--- src/include/isp_pkg.sv ---
package isp_pkg;

    // Register byte offsets on the APB bus
    localparam logic [7:0] OFS_SERVICE = 8'h00;
    localparam logic [7:0] OFS_THRESHOLD = 8'h04;
    localparam logic [7:0] OFS_MASK = 8'h08;
    localparam logic [7:0] OFS_PEEK = 8'h0c;
    localparam logic [7:0] OFS_TAKE = 8'h10;
    localparam logic [7:0] OFS_EOS = 8'h14;
    localparam logic [7:0] OFS_REQUEST = 8'h18;

    // Reset values
    localparam logic [2:0] THRESHOLD_RST = 3'h7;
    localparam logic [15:0] MASK_MASTER_RST = 16'h07fd;
    localparam logic [15:0] MASK_SLAVE_RST = 16'h003d;

    // Implemented source bits per mode
    localparam logic [15:0] SRC_MASTER = 16'h07fd;
    localparam logic [15:0] SRC_SLAVE = 16'h003d;

    // Field positions
    localparam int PEND_VALID_BIT = 15;
    localparam int NONSPECIFIC_FLAG_BIT = 15;
    localparam int TYPE_W = 5;
    localparam int LEVEL_W = 3;
    localparam int PRIO_W = 3;
    localparam int NSRC = 16;

    // Master type per bit position, 5 bits each, bit 0 in the low field
    localparam logic [79:0] MASTER_TYPES = {
        5'h00, 5'h00, 5'h00, 5'h00, 5'h00,   // Bits 15..11 unused
        5'h14, 5'h11,                        // Serial zero, serial one
        5'h10, 5'h0f, 5'h0e, 5'h0d, 5'h0c,   // Pins four..zero
        5'h0b, 5'h0a, 5'h00, 5'h08           // Dma one, dma zero, none, timer
    };

    // Result of a priority search
    typedef struct packed {
        logic valid;
        logic [3:0] idx;
        logic [2:0] prio;
    } pick_s;

endpackage : isp_pkg

--- src/interrupt_service_poll_mask.sv ---
`timescale 1ns/1ps
`default_nettype none

module interrupt_service_poll_mask (
    // Clock and reset
    input wire logic pclk,
    input wire logic presetn,
    // APB slave
    input wire logic psel,
    input wire logic penable,
    input wire logic pwrite,
    input wire logic [7:0] paddr,
    input wire logic [31:0] pwdata,
    output logic [31:0] prdata,
    output logic pready,
    output logic pslverr,
    // Mode and sources, same clock domain
    input wire logic slave_mode,
    input wire logic [15:0] req_bits,
    input wire logic [47:0] source_prio,
    input wire logic cpu_accept,
    // To request and control logic
    output logic [15:0] req_clear,
    output logic [15:0] mask_bits,
    output logic [15:0] service_flags
);

    ////////////////////////////////////////////////////////////////////////////
    // State

    logic [15:0] service_q, service_d;   // In-service flags
    logic [15:0] mask_q, mask_d;         // Per-source masks
    logic [2:0] thresh_q, thresh_d;      // Priority threshold
    logic [31:0] prdata_q, prdata_d;     // Read data
    logic pready_q, pslverr_q;           // Bus answer
    logic [15:0] clr_q, clr_d;           // Request clear pulse
    logic mode_q;                        // Mode seen last cycle

    ////////////////////////////////////////////////////////////////////////////
    // Bus decode

    wire logic access = psel & penable;
    wire logic done = access & pready_q;      // Edge that completes a transfer
    wire logic wr_done = done & pwrite;
    wire logic rd_done = done & ~pwrite;
    wire logic hit_service = paddr == isp_pkg::OFS_SERVICE;
    wire logic hit_thresh = paddr == isp_pkg::OFS_THRESHOLD;
    wire logic hit_mask = paddr == isp_pkg::OFS_MASK;
    wire logic hit_peek = paddr == isp_pkg::OFS_PEEK;
    wire logic hit_take = paddr == isp_pkg::OFS_TAKE;
    wire logic hit_eos = paddr == isp_pkg::OFS_EOS;
    wire logic hit_req = paddr == isp_pkg::OFS_REQUEST;
    wire logic hit_any = hit_service | hit_thresh | hit_mask | hit_peek | hit_take | hit_eos | hit_req;
    wire logic [15:0] src_valid = slave_mode ? isp_pkg::SRC_SLAVE : isp_pkg::SRC_MASTER;

    ////////////////////////////////////////////////////////////////////////////
    // Highest-priority pending search

    isp_pkg::pick_s pend;   // Best eligible request
    isp_pkg::pick_s svc;    // Best in-service flag

    // Lowest priority code wins, ties go to the lower bit
    always_comb begin
        pend = '0;
        svc = '0;
        for (int i = 0; i < isp_pkg::NSRC; i++) begin
            // Eligible: requesting, unmasked, within threshold
            if (src_valid[i] && req_bits[i] && !mask_q[i] &&
                source_prio[i*isp_pkg::PRIO_W +: isp_pkg::PRIO_W] <= thresh_q) begin
                if (!pend.valid || source_prio[i*isp_pkg::PRIO_W +: isp_pkg::PRIO_W] < pend.prio) begin
                    pend.valid = 1'b1;
                    pend.idx = i[3:0];
                    pend.prio = source_prio[i*isp_pkg::PRIO_W +: isp_pkg::PRIO_W];
                end
            end
            // Highest in-service source for nonspecific end of service
            if (service_q[i]) begin
                if (!svc.valid || source_prio[i*isp_pkg::PRIO_W +: isp_pkg::PRIO_W] < svc.prio) begin
                    svc.valid = 1'b1;
                    svc.idx = i[3:0];
                    svc.prio = source_prio[i*isp_pkg::PRIO_W +: isp_pkg::PRIO_W];
                end
            end
        end
    end

    // Type reported for the winner: slave uses the level code, i.e. the bit
    wire logic [4:0] master_type = isp_pkg::MASTER_TYPES[pend.idx*isp_pkg::TYPE_W +: isp_pkg::TYPE_W];
    wire logic [4:0] pend_type = slave_mode ? {1'b0, pend.idx} : master_type;
    // Same word for peek and take views
    wire logic [15:0] poll_word = {pend.valid, 10'h000, pend.valid ? pend_type : 5'h00};

    ////////////////////////////////////////////////////////////////////////////
    // Acknowledge and end of service

    // Processor acceptance or a take read both acknowledge the winner
    wire logic take_rd = rd_done & hit_take;
    wire logic ack = (cpu_accept | take_rd) & pend.valid;
    wire logic [15:0] ack_vec = ack ? (16'h0001 << pend.idx) : 16'h0000;
    wire logic eos_wr = wr_done & hit_eos;

    logic [15:0] eos_vec;   // In-service bits to clear

    // Decode which in-service flag the end-of-service write releases
    always_comb begin
        eos_vec = 16'h0000;
        if (eos_wr) begin
            if (slave_mode) begin
                eos_vec = 16'h0001 << pwdata[isp_pkg::LEVEL_W-1:0];
            end else if (pwdata[isp_pkg::NONSPECIFIC_FLAG_BIT]) begin
                eos_vec = svc.valid ? (16'h0001 << svc.idx) : 16'h0000;
            end else begin
                for (int i = 0; i < isp_pkg::NSRC; i++) begin
                    // Specific: match the written type
                    if (isp_pkg::MASTER_TYPES[i*isp_pkg::TYPE_W +: isp_pkg::TYPE_W] == pwdata[4:0]) begin
                        eos_vec[i] = 1'b1;
                    end
                end
            end
        end
    end

    // A take in the same cycle as its clear wins; unused bits held at zero
    assign service_d = ((service_q & ~eos_vec) | ack_vec) & src_valid;
    assign clr_d = ack_vec;

    ////////////////////////////////////////////////////////////////////////////
    // Register writes

    // Mode flip reloads the mask defaults for the new layout
    assign mask_d = (slave_mode != mode_q) ? (slave_mode ? isp_pkg::MASK_SLAVE_RST : isp_pkg::MASK_MASTER_RST) :
                    (wr_done && hit_mask) ? (pwdata[15:0] & src_valid) : mask_q;
    assign thresh_d = (wr_done && hit_thresh) ? pwdata[2:0] : thresh_q;

    ////////////////////////////////////////////////////////////////////////////
    // Read mux

    // Views are masked by mode so reserved bits read zero
    assign prdata_d = hit_service ? {16'h0000, service_q & src_valid} :
                      hit_thresh ? {29'h0, thresh_q} :
                      hit_mask ? {16'h0000, mask_q & src_valid} :
                      hit_req ? {16'h0000, req_bits & src_valid} :
                      (hit_peek || hit_take) ? {16'h0000, poll_word} : 32'h0;

    ////////////////////////////////////////////////////////////////////////////
    // Flops

    // Bus answers one cycle into the access phase; data latched alongside
    always_ff @(posedge pclk or negedge presetn) begin
        if (!presetn) begin
            pready_q <= 1'b0;
            pslverr_q <= 1'b0;
            prdata_q <= 32'h0;
        end else begin
            pready_q <= access & ~pready_q;
            pslverr_q <= access & ~pready_q & ~hit_any;
            prdata_q <= (access && !pready_q && !pwrite) ? prdata_d : 32'h0;
        end
    end

    // Controller state
    always_ff @(posedge pclk or negedge presetn) begin
        if (!presetn) begin
            service_q <= 16'h0000;
            mask_q <= isp_pkg::MASK_MASTER_RST;
            thresh_q <= isp_pkg::THRESHOLD_RST;
            clr_q <= 16'h0000;
            mode_q <= 1'b0;
        end else begin
            service_q <= service_d;
            mask_q <= mask_d;
            thresh_q <= thresh_d;
            clr_q <= clr_d;
            mode_q <= slave_mode;
        end
    end

    assign prdata = prdata_q;
    assign pready = pready_q;
    assign pslverr = pslverr_q;
    assign req_clear = clr_q;
    assign mask_bits = mask_q;
    assign service_flags = service_q;

    ////////////////////////////////////////////////////////////////////////////
    // Checks

    a_take_sets_service: assert property (@(posedge pclk) disable iff (!presetn)
        ack |=> service_q[$past(pend.idx)])
        else $error("acknowledged source not marked in service");

    a_service_clear_cause: assert property (@(posedge pclk) disable iff (!presetn)
        (!slave_mode && $past(!slave_mode) && $fell(service_q[0])) |-> $past(eos_wr))
        else $error("in-service flag cleared without end-of-service write");

    a_slave_level_clear: assert property (@(posedge pclk) disable iff (!presetn)
        (eos_wr && slave_mode && !ack && pwdata[2:0] == 3'h4) |=> !service_q[4])
        else $error("slave level code did not clear its flag");

    a_reserved_zero: assert property (@(posedge pclk) disable iff (!presetn)
        (slave_mode && $past(slave_mode)) |-> (service_q[15:6] == 10'h000))
        else $error("reserved in-service bits set in slave mode");

    a_poll_valid_type: assert property (@(posedge pclk) disable iff (!presetn)
        !pend.valid |-> (poll_word == 16'h0000))
        else $error("type shown with nothing pending");

    a_threshold_gate: assert property (@(posedge pclk) disable iff (!presetn)
        pend.valid |-> (pend.prio <= thresh_q && !mask_q[pend.idx] && req_bits[pend.idx]))
        else $error("ineligible source selected");

    a_peek_harmless: assert property (@(posedge pclk) disable iff (!presetn)
        (rd_done && hit_peek && !cpu_accept) |=> (clr_q == 16'h0000))
        else $error("peek read acknowledged a request");

    a_take_clears_req: assert property (@(posedge pclk) disable iff (!presetn)
        (take_rd && pend.valid) |=> $onehot(clr_q) ##1 (clr_q == 16'h0000 || $past(ack)))
        else $error("take read did not pulse one request clear");

    a_ready_one_cycle: assert property (@(posedge pclk) disable iff (!presetn)
        (psel && !penable) ##1 (psel && penable) |=> pready_q)
        else $error("slave did not answer in the second access cycle");

    ////////////////////////////////////////////////////////////////////////////
    // Further checks on bus answer, acknowledge, end of service, reserved bits and register writes

    // Ready is a single-cycle answer, never held over
    a_ready_pulse: assert property (@(posedge pclk) disable iff (!presetn)
        pready_q |=> !pready_q)
        else $error("ready held for more than one cycle");

    // An error is only ever reported together with ready
    a_error_with_ready: assert property (@(posedge pclk) disable iff (!presetn)
        pslverr_q |-> pready_q)
        else $error("error shown without ready");

    // Read data is zero outside the answer cycle
    a_read_data_idle: assert property (@(posedge pclk) disable iff (!presetn)
        !pready_q |-> (prdata_q == 32'h0))
        else $error("read data not zero outside answer cycle");

    // The clear pulse names at most one source
    a_clear_one_hot: assert property (@(posedge pclk) disable iff (!presetn)
        $onehot0(clr_q))
        else $error("request clear names more than one source");

    // The clear pulse follows the acknowledge by one cycle
    a_clear_follows_ack: assert property (@(posedge pclk) disable iff (!presetn)
        ack |=> (clr_q == $past(ack_vec)))
        else $error("request clear does not follow acknowledge");

    // No in-service flag rises without an acknowledge on the edge before
    a_service_set_cause: assert property (@(posedge pclk) disable iff (!presetn)
        ((service_q & ~$past(service_q)) != 16'h0000) |-> $past(ack))
        else $error("in-service flag set without acknowledge");

    // A specific end of service releases the flag of the written type
    a_specific_eos_clear: assert property (@(posedge pclk) disable iff (!presetn)
        (eos_wr && !slave_mode && !pwdata[isp_pkg::NONSPECIFIC_FLAG_BIT] && !ack) |=>
            ((service_q & $past(eos_vec)) == 16'h0000))
        else $error("specific end of service left its flag set");

    // A nonspecific end of service releases the highest flag in service
    a_nonspec_eos_clear: assert property (@(posedge pclk) disable iff (!presetn)
        (eos_wr && !slave_mode && pwdata[isp_pkg::NONSPECIFIC_FLAG_BIT] && svc.valid && !ack) |=>
            !service_q[$past(svc.idx)])
        else $error("nonspecific end of service left highest flag set");

    // Master layout keeps its reserved in-service bits clear
    a_master_reserved: assert property (@(posedge pclk) disable iff (!presetn)
        (!slave_mode && $past(!slave_mode)) |-> (!service_q[1] && service_q[15:11] == 5'h00))
        else $error("reserved in-service bits set in master mode");

    // Masks outside the layout of the settled mode stay clear
    a_mask_layout: assert property (@(posedge pclk) disable iff (!presetn)
        (slave_mode == mode_q) |-> ((mask_q & ~src_valid) == 16'h0000))
        else $error("mask bit set outside the mode layout");

    // A threshold write lands on the completing edge
    a_threshold_write: assert property (@(posedge pclk) disable iff (!presetn)
        (wr_done && hit_thresh) |=> (thresh_q == $past(pwdata[2:0])))
        else $error("threshold write did not land");

endmodule : interrupt_service_poll_mask

`default_nettype wire

--- config.mk ---
export PLATFORM = sky130hd
export DESIGN_NAME = interrupt_service_poll_mask
export DESIGN_NICKNAME = d
export VERILOG_FILES = /design/src/include/isp_pkg.sv /design/src/interrupt_service_poll_mask.sv
export SDC_FILE = /design/constraint.sdc
export NUM_CORES = 1
export LEC_CHECK = 0
export BUFFER_PORTS_ARGS = -buffer_cell sky130_fd_sc_hd__buf_2
export CAP_MARGIN = 10
export CORE_UTILIZATION = 53
export DETAILED_ROUTE_END_ITERATION = 10
export PLACE_DENSITY = 0.8
export SLEW_MARGIN = 30
export SYNTH_ARGS = -nofsm -noshare
export SYNTH_HDL_FRONTEND = slang
export SYNTH_SLANG_ARGS = --single-unit
--- constraint.sdc ---
create_clock -name pclk -period 18.32 [get_ports pclk]
set_input_delay 1.832 -clock pclk [delete_from_list [all_inputs] [get_ports pclk]]
set_output_delay 1.832 -clock pclk [all_outputs]
set_load 0.02 [all_outputs]
* After elaboration in Yosys (flattened, before gate mapping)
Index checks and enable logic that the tools add are counted.
Word-level totals: bits of input ports 111, word-level logic and storage cells 326, register bits 70, output and inout port bits 82
Operators by class: multiply operators 1, equality and inequality tests 17, order comparisons 46, muxes and demuxes 89, reduce and logical (&&, ||, !) cells 134, bitwise gates (word level) 27, shift operators 4
Operators by type and width (number):
- 8-bit 2-to-1 mux | 62
- 16-bit 2-to-1 mux | 13
- 3-bit less-than comparator | 30
- 80-bit by 8-bit indexed part select with 5-bit output (first input constant) | 1
- 16-bit by 11-bit bitwise AND with 16-bit output | 4
- 3-bit less-or-equal comparator | 16
- 1-bit zero test | 48
- 1-bit logical AND | 47
- 4-bit by 5-bit equality test with 1-bit output (first input constant) | 7
- 16-bit bitwise AND | 2
- 1-bit by 4-bit left shift with 16-bit output (first input constant) | 2
- 1-bit logical OR | 31
- 8-bit by 5-bit equality test with 1-bit output (second input constant) | 3
- 8-bit by 4-bit equality test with 1-bit output (second input constant) | 2
- 16-bit inverter | 1
- 16-bit bitwise OR | 1
- 1-bit by 3-bit left shift with 16-bit output (first input constant) | 1
- 5-bit equality test (first input constant) | 3
- 1-bit 2-to-1 mux | 11
- 11-bit 2-to-1 mux | 1
- 5-bit 2-to-1 mux | 2
- 1-bit bitwise AND | 9
- 8-bit by 3-bit equality test with 1-bit output (second input constant) | 1
- 8-bit zero test | 1
- 7 further kinds | 19

* Depth between registers and ports, before layout
depth in word-level cells 75, mapped depth 69, depth with buffers taken out 66

* Worst setup path after synthesis
OpenSTA, ideal clock, no wires.
kind input-to-reg, from in source_prio[1], to reg prdata_q[3] (netlist: prdata[3]), required time 18.233 ns, data arrival time 14.910 ns, stages on the path 66, library setup time 0.087 ns, buffers on the path 2, path slack 3.323 ns, path through ha_1 > a211oi_2 > o21a_2 > nand2_1 > ha_1 > nand2_1 > o21ai_2 > o211ai_2 > a22oi_1 > a31oi_1 > a221oi_1 > o21a_1 > mux2_2 > ha_1 > a21o_1 > nand2_1 > nand2_1 > nor4_1 > (+30 left out) > a31oi_1 > o2111ai_1 > o311ai_0 > ha_1 > a2111oi_0 > o211ai_1 > a211o_1 > o211ai_1 > buf_2 > nand2_1 > o21a_1 > ha_1 > o21a_1 > nor2_1 > o21ai_0 > o41ai_4 > or4_1 > a211oi_2
Between the ends: longest elaborated chain between the ends 73, elaborated cells between the ends (all ways) 88, those cells by class 1 x mul; 16 x order compare; 1 x shift; 39 x mux; 31 x reduce/logical
Ends and longest elaborated chain:
- start, declared | RTL line interrupt_service_poll_mask.sv:20 | input wire logic [47:0] source_prio,
- 3-bit less-or-equal comparator | RTL line interrupt_service_poll_mask.sv:69 | source_prio[i*isp_pkg::PRIO_W +: isp_pkg::PRIO_W] <= thresh_q) begin
- 1-bit logical AND | RTL line interrupt_service_poll_mask.sv:68 | if (src_valid[i] && req_bits[i] && !mask_q[i] &&
- 8-bit 2-to-1 mux * | RTL line interrupt_service_poll_mask.sv:68
- 3-bit less-than comparator or 1-bit zero test (tied branches) | RTL line interrupt_service_poll_mask.sv:70 | if (!pend.valid || source_prio[i*isp_pkg::PRIO_W +: isp_pkg::PRIO_W] < pend.prio) begin
- 1-bit logical OR | RTL line interrupt_service_poll_mask.sv:70
- 8-bit 2-to-1 mux | RTL line interrupt_service_poll_mask.sv:70
- 8-bit 2-to-1 mux * | RTL line interrupt_service_poll_mask.sv:68
- 3-bit less-than comparator or 1-bit zero test (tied branches) | RTL line interrupt_service_poll_mask.sv:70
- (+57 left out)
- 5-bit 2-to-1 mux | RTL line interrupt_service_poll_mask.sv:89 | wire logic [4:0] pend_type = slave_mode ? {1'b0, pend.idx} : master_type;
- 5-bit 2-to-1 mux * | RTL line interrupt_service_poll_mask.sv:91 | wire logic [15:0] poll_word = {pend.valid, 10'h000, pend.valid ? pend_type : 5'h00};
- 16-bit 2-to-1 mux * | RTL line interrupt_service_poll_mask.sv:143 | (hit_peek || hit_take) ? {16'h0000, poll_word} : 32'h0;
- 16-bit 2-to-1 mux * | RTL line interrupt_service_poll_mask.sv:142 | hit_req ? {16'h0000, req_bits & src_valid} :
- 16-bit 2-to-1 mux * | RTL line interrupt_service_poll_mask.sv:141 | hit_mask ? {16'h0000, mask_q & src_valid} :
- 16-bit 2-to-1 mux * | RTL line interrupt_service_poll_mask.sv:140 | hit_thresh ? {29'h0, thresh_q} :
- 16-bit 2-to-1 mux * | RTL line interrupt_service_poll_mask.sv:139 | assign prdata_d = hit_service ? {16'h0000, service_q & src_valid} :
- 16-bit 2-to-1 mux * | RTL line interrupt_service_poll_mask.sv:157 | prdata_q <= (access && !pready_q && !pwrite) ? prdata_d : 32'h0;
- end signal, assigned | RTL line interrupt_service_poll_mask.sv:157
- end, declared | RTL line interrupt_service_poll_mask.sv:34 | logic [31:0] prdata_q, prdata_d;
Mark *: on every way between the ends. The rest lies on a longest branch, timed or not. A chain may end at the register's enable or synchronous reset.

* Worst setup path after layout
from in source_prio[1], to reg service_q[6] (netlist: service_flags[6])
Between the ends: longest elaborated chain between the ends 70, elaborated cells between the ends (all ways) 165, those cells by class 31 x order compare; 2 x shift; 67 x mux; 5 x bitwise; 60 x reduce/logical
Ends and longest elaborated chain:
- 8-bit 2-to-1 mux | RTL line interrupt_service_poll_mask.sv:77 | if (service_q[i]) begin
- 3-bit less-than comparator | RTL line interrupt_service_poll_mask.sv:78 | if (!svc.valid || source_prio[i*isp_pkg::PRIO_W +: isp_pkg::PRIO_W] < svc.prio) begin
- 1-bit logical OR | RTL line interrupt_service_poll_mask.sv:78
- 8-bit 2-to-1 mux | RTL line interrupt_service_poll_mask.sv:78
- 8-bit 2-to-1 mux | RTL line interrupt_service_poll_mask.sv:77
- 3-bit less-than comparator or 1-bit zero test (tied branches) | RTL line interrupt_service_poll_mask.sv:78
- 1-bit logical OR | RTL line interrupt_service_poll_mask.sv:78
- 8-bit 2-to-1 mux | RTL line interrupt_service_poll_mask.sv:78
- (+55 left out)
- 16-bit 2-to-1 mux | RTL line interrupt_service_poll_mask.sv:110 | end else if (pwdata[isp_pkg::NONSPECIFIC_FLAG_BIT]) begin
- 16-bit 2-to-1 mux | RTL line interrupt_service_poll_mask.sv:108 | if (slave_mode) begin
- 16-bit 2-to-1 mux | RTL line interrupt_service_poll_mask.sv:107 | if (eos_wr) begin
- 16-bit inverter | RTL line interrupt_service_poll_mask.sv:124 | assign service_d = ((service_q & ~eos_vec) | ack_vec) & src_valid;
- 16-bit bitwise AND | RTL line interrupt_service_poll_mask.sv:124
- 16-bit bitwise OR * | RTL line interrupt_service_poll_mask.sv:124
- 16-bit bitwise AND * | RTL line interrupt_service_poll_mask.sv:124
- net service_d[6] | RTL line interrupt_service_poll_mask.sv:31 | logic [15:0] service_q, service_d;
- end signal, assigned | RTL line interrupt_service_poll_mask.sv:170 | service_q <= service_d;
- end, declared | RTL line interrupt_service_poll_mask.sv:31
Mark *: on every way through the listed nets, which the timed path passes. The rest lies on a longest branch.

==> flow_summary.toml <==
[worst_setup_path]
crit_path_start_kind = "primary input"
crit_family = "compound AO/OA/AOI/OAI gates"
max_stage_delay_ns = 0.79
arrival_ns = 17.50
timing.rr.start = "thresh_q[2]$_DFFE_PN1P_"
end_kind = "flop"
worst-path-buf-inv = 3
worst_setup_path_startpoint = "source_prio[1]"
crit_top_cell = "nand2_1"
worst-path-stages = 65
critical_path.slowest_cell = "o41ai_4"
crit_required_ns = 18.46
crit_type = "primary input to flop"
critPathMaxFanout = 13
r2r_cells = 65

[timing]
slew_violations = 0
fmax_mhz = 57.6
rsz0062_at_grt = "no"
min_period_ns = 17.36
finClkSkew_ns = 0.00811
worst_pin_slew_ns = 0.831
setup_viol = 0
period_share_pct = 94.8
relSlewSlack_pct = 44.4
hold_viol = 0
tns_ns = 0

[job]
cap_violations = 0

[cts]
root_buffer = "clkbuf_16"
ctsResizeCount = 0
clk_path_buf_depth = 2
clk_latency_ns = 0.29
cts_buffers = 5
post_cts_buffers = 0
hold_buffers = 0
h-tree-depth = 2
cts_tree = "done"
clkTransAtPathRegs_ns = 0.07
cts.sinks = 54

[die]
initial_utilization_pct = 55.5
die_area_um2 = 12000
fp.coreArea_um2 = 11100
die_x_um = 110
rows = 38
die_y_um = 110
io_pins = 193

[power_and_ir_drop]
power.share.clock_pct = 22.6
ir_drop_mv = 0.0708
p_int_uw = 246
power_density_nw_per_um2 = 59.3
switchingPower_uw = 163
p_comb_share_pct = 44.6
p_sw_share_pct = 39.8
pwr-share-seq_pct = 32.8
leakage_uw = 0.00324

[synth]
yosysUniqueCellTypes = 87
synthTopCellsByCount = "75 x nand2_1, 64 x ha_1, 58 x o21ai_0, 53 x inv_1, 52 x nor2_1"
synth-edff-count = 0
synth_top_area_share_pct = 16.7
ys_seq_elements = 54
yosysMostFrequentCell = "nand2_1"
synth_cells = 755
syn_area_um2 = 6150
async_flop_share_pct = 100
ys.flop_type = "dfrtp_1"
synth_top_area_cell = "dfrtp_1"
yosysSeqAreaShare_pct = 22.2
syn_area_per_cell_um2 = 8.14
yosysWarnings = 0
synth_top_cells_by_area = "dfrtp_1 17%, ha_1 13%, dfstp_2 5.6%, o21ai_0 4.7%, nand2_1 4.6%"

[route]
viasPerCell = 6.19
wl_per_cell_um = 18.0
vias = 6252
dr.pass1.iters = 6
route.detailed.drc = 0
route.final.wire_length_mm = 18.2
postRouteAntennaNets = 0
drt_iter0_markers = 591

[place]
dpl-instance-area_um2 = 6760
place.port_buffers = 116
hpwlAfterDp_mm = 14.3
place_congestion = 0.964

[finish]
syn2layout_area_growth_pct = 12.2
diodes = 0
fin_nets = 1044
post_route_cells_drive_above_1_share_pct = 21.5
fin_area_um2 = 6900

[grt]
first_global_vias = 5887
grt_overflow = 0
grt_max_degree = 55
grt_antenna_before_repair = 0
grt.total_usage_pct = 30.8
grt_pass1_wl_mm = 28.7

[hold_path]
hp-start = "pready$_DFF_PN0_"
worstHoldPathType = "flop to flop"
worstHoldPathCells = 1

[run_status]
status = "complete, no violations"
-- final cells by class --
class	instances	area [µm²]
Timing Repair Buffer	120	611
Tap cell	140	175
Fill cell	1050	4180
Clock inverter	2	13.8
Inverter	53	199
Multi-Input combinational cell	635	4410
Sequential cell	54	1370
Clock buffer	6	129
-- metal layers --
layer	track usage, %	up-vias	share of wire (%)
li1	-	2986	-
met1	40.6	2888	42
met2	49.6	316	45
met3	5.22	62	8.8
met4	13.2	0	4.2
met5	0	-	0
-- stage by stage --
step                setup WS (ns)  instances  utilization, %  power [µW]  hold WS, ns
finish                      0.958       1010            62.3         409        0.484
global route               0.0139       1010            62.3         440        0.537
detailed placement           1.02       1002            61.0         314        0.477
floorplan                    3.32        792               -         269        0.479
CTS                          1.23       1010            62.3         408        0.489
global placement             1.28       1002            61.0         310        0.472
-- power by group through the flow --
stage,clock [µW],sequential (µW),combinational [µW]
detailed placement,0,136,179
finish,92.6,134,182
CTS,94.1,134,180
floorplan,0,138,131
global route,99.4,135,205
global placement,0,136,174
-- sequential cells by signal, summed over array words and instances, names as in the netlist --
| name | count |
|---|---|
| req_clear | 16 |
| prdata | 12 |
| pready | 1 |
| service_flags | 10 |
| pslverr | 1 |
| mask_bits | 10 |
| mode_q | 1 |
| thresh_q | 3 |
-- layout by cell type (no fill, tap or decap), drive strengths merged, types with 7 or more instances in the layout --
cell type / n
a31oi: 11
a21oi: 43
nor2: 53
buf: 120
o211ai: 7
inv: 54
a211o: 7
conb: 38
and3: 7
dfstp: 13
nor4: 9
nor2b: 16
a21o: 16
o21a: 20
nand2: 75
o21ai: 63
nor3: 12
mux2: 7
mux2i: 25
nand3: 20
nor3b: 7
ha: 64
a211oi: 10
dfrtp: 41
-- cells by family after synthesis --
logic type,after synthesis,synth area share (%)
buffers and inverters,103,8.40
AO/OA/AOI/OAI,251,29.4
XOR/XNOR,1,0.142
other,1,0.0610
flip-flops,54,22.2
adder cells (fa/ha/maj),64,13.0
AND/OR/NAND/NOR,249,21.4
multiplexers,32,5.35
-- worst paths after layout --
kind | end | slack (ns)
setup / recovery | service_flags[6]$_DFF_PN0_ | 0.96
hold / removal | pready$_DFF_PN0_ | 0.48
setup reg to reg | service_flags[6]$_DFF_PN0_ | 1.75
hold reg to reg | pready$_DFF_PN0_ | 0.48
max in group asynchronous | service_flags[5]$_DFF_PN0_ | 16.23
min in group asynchronous | req_clear[1]$_DFF_PN0_ | 1.65
(Power assumes the default switching activity.)
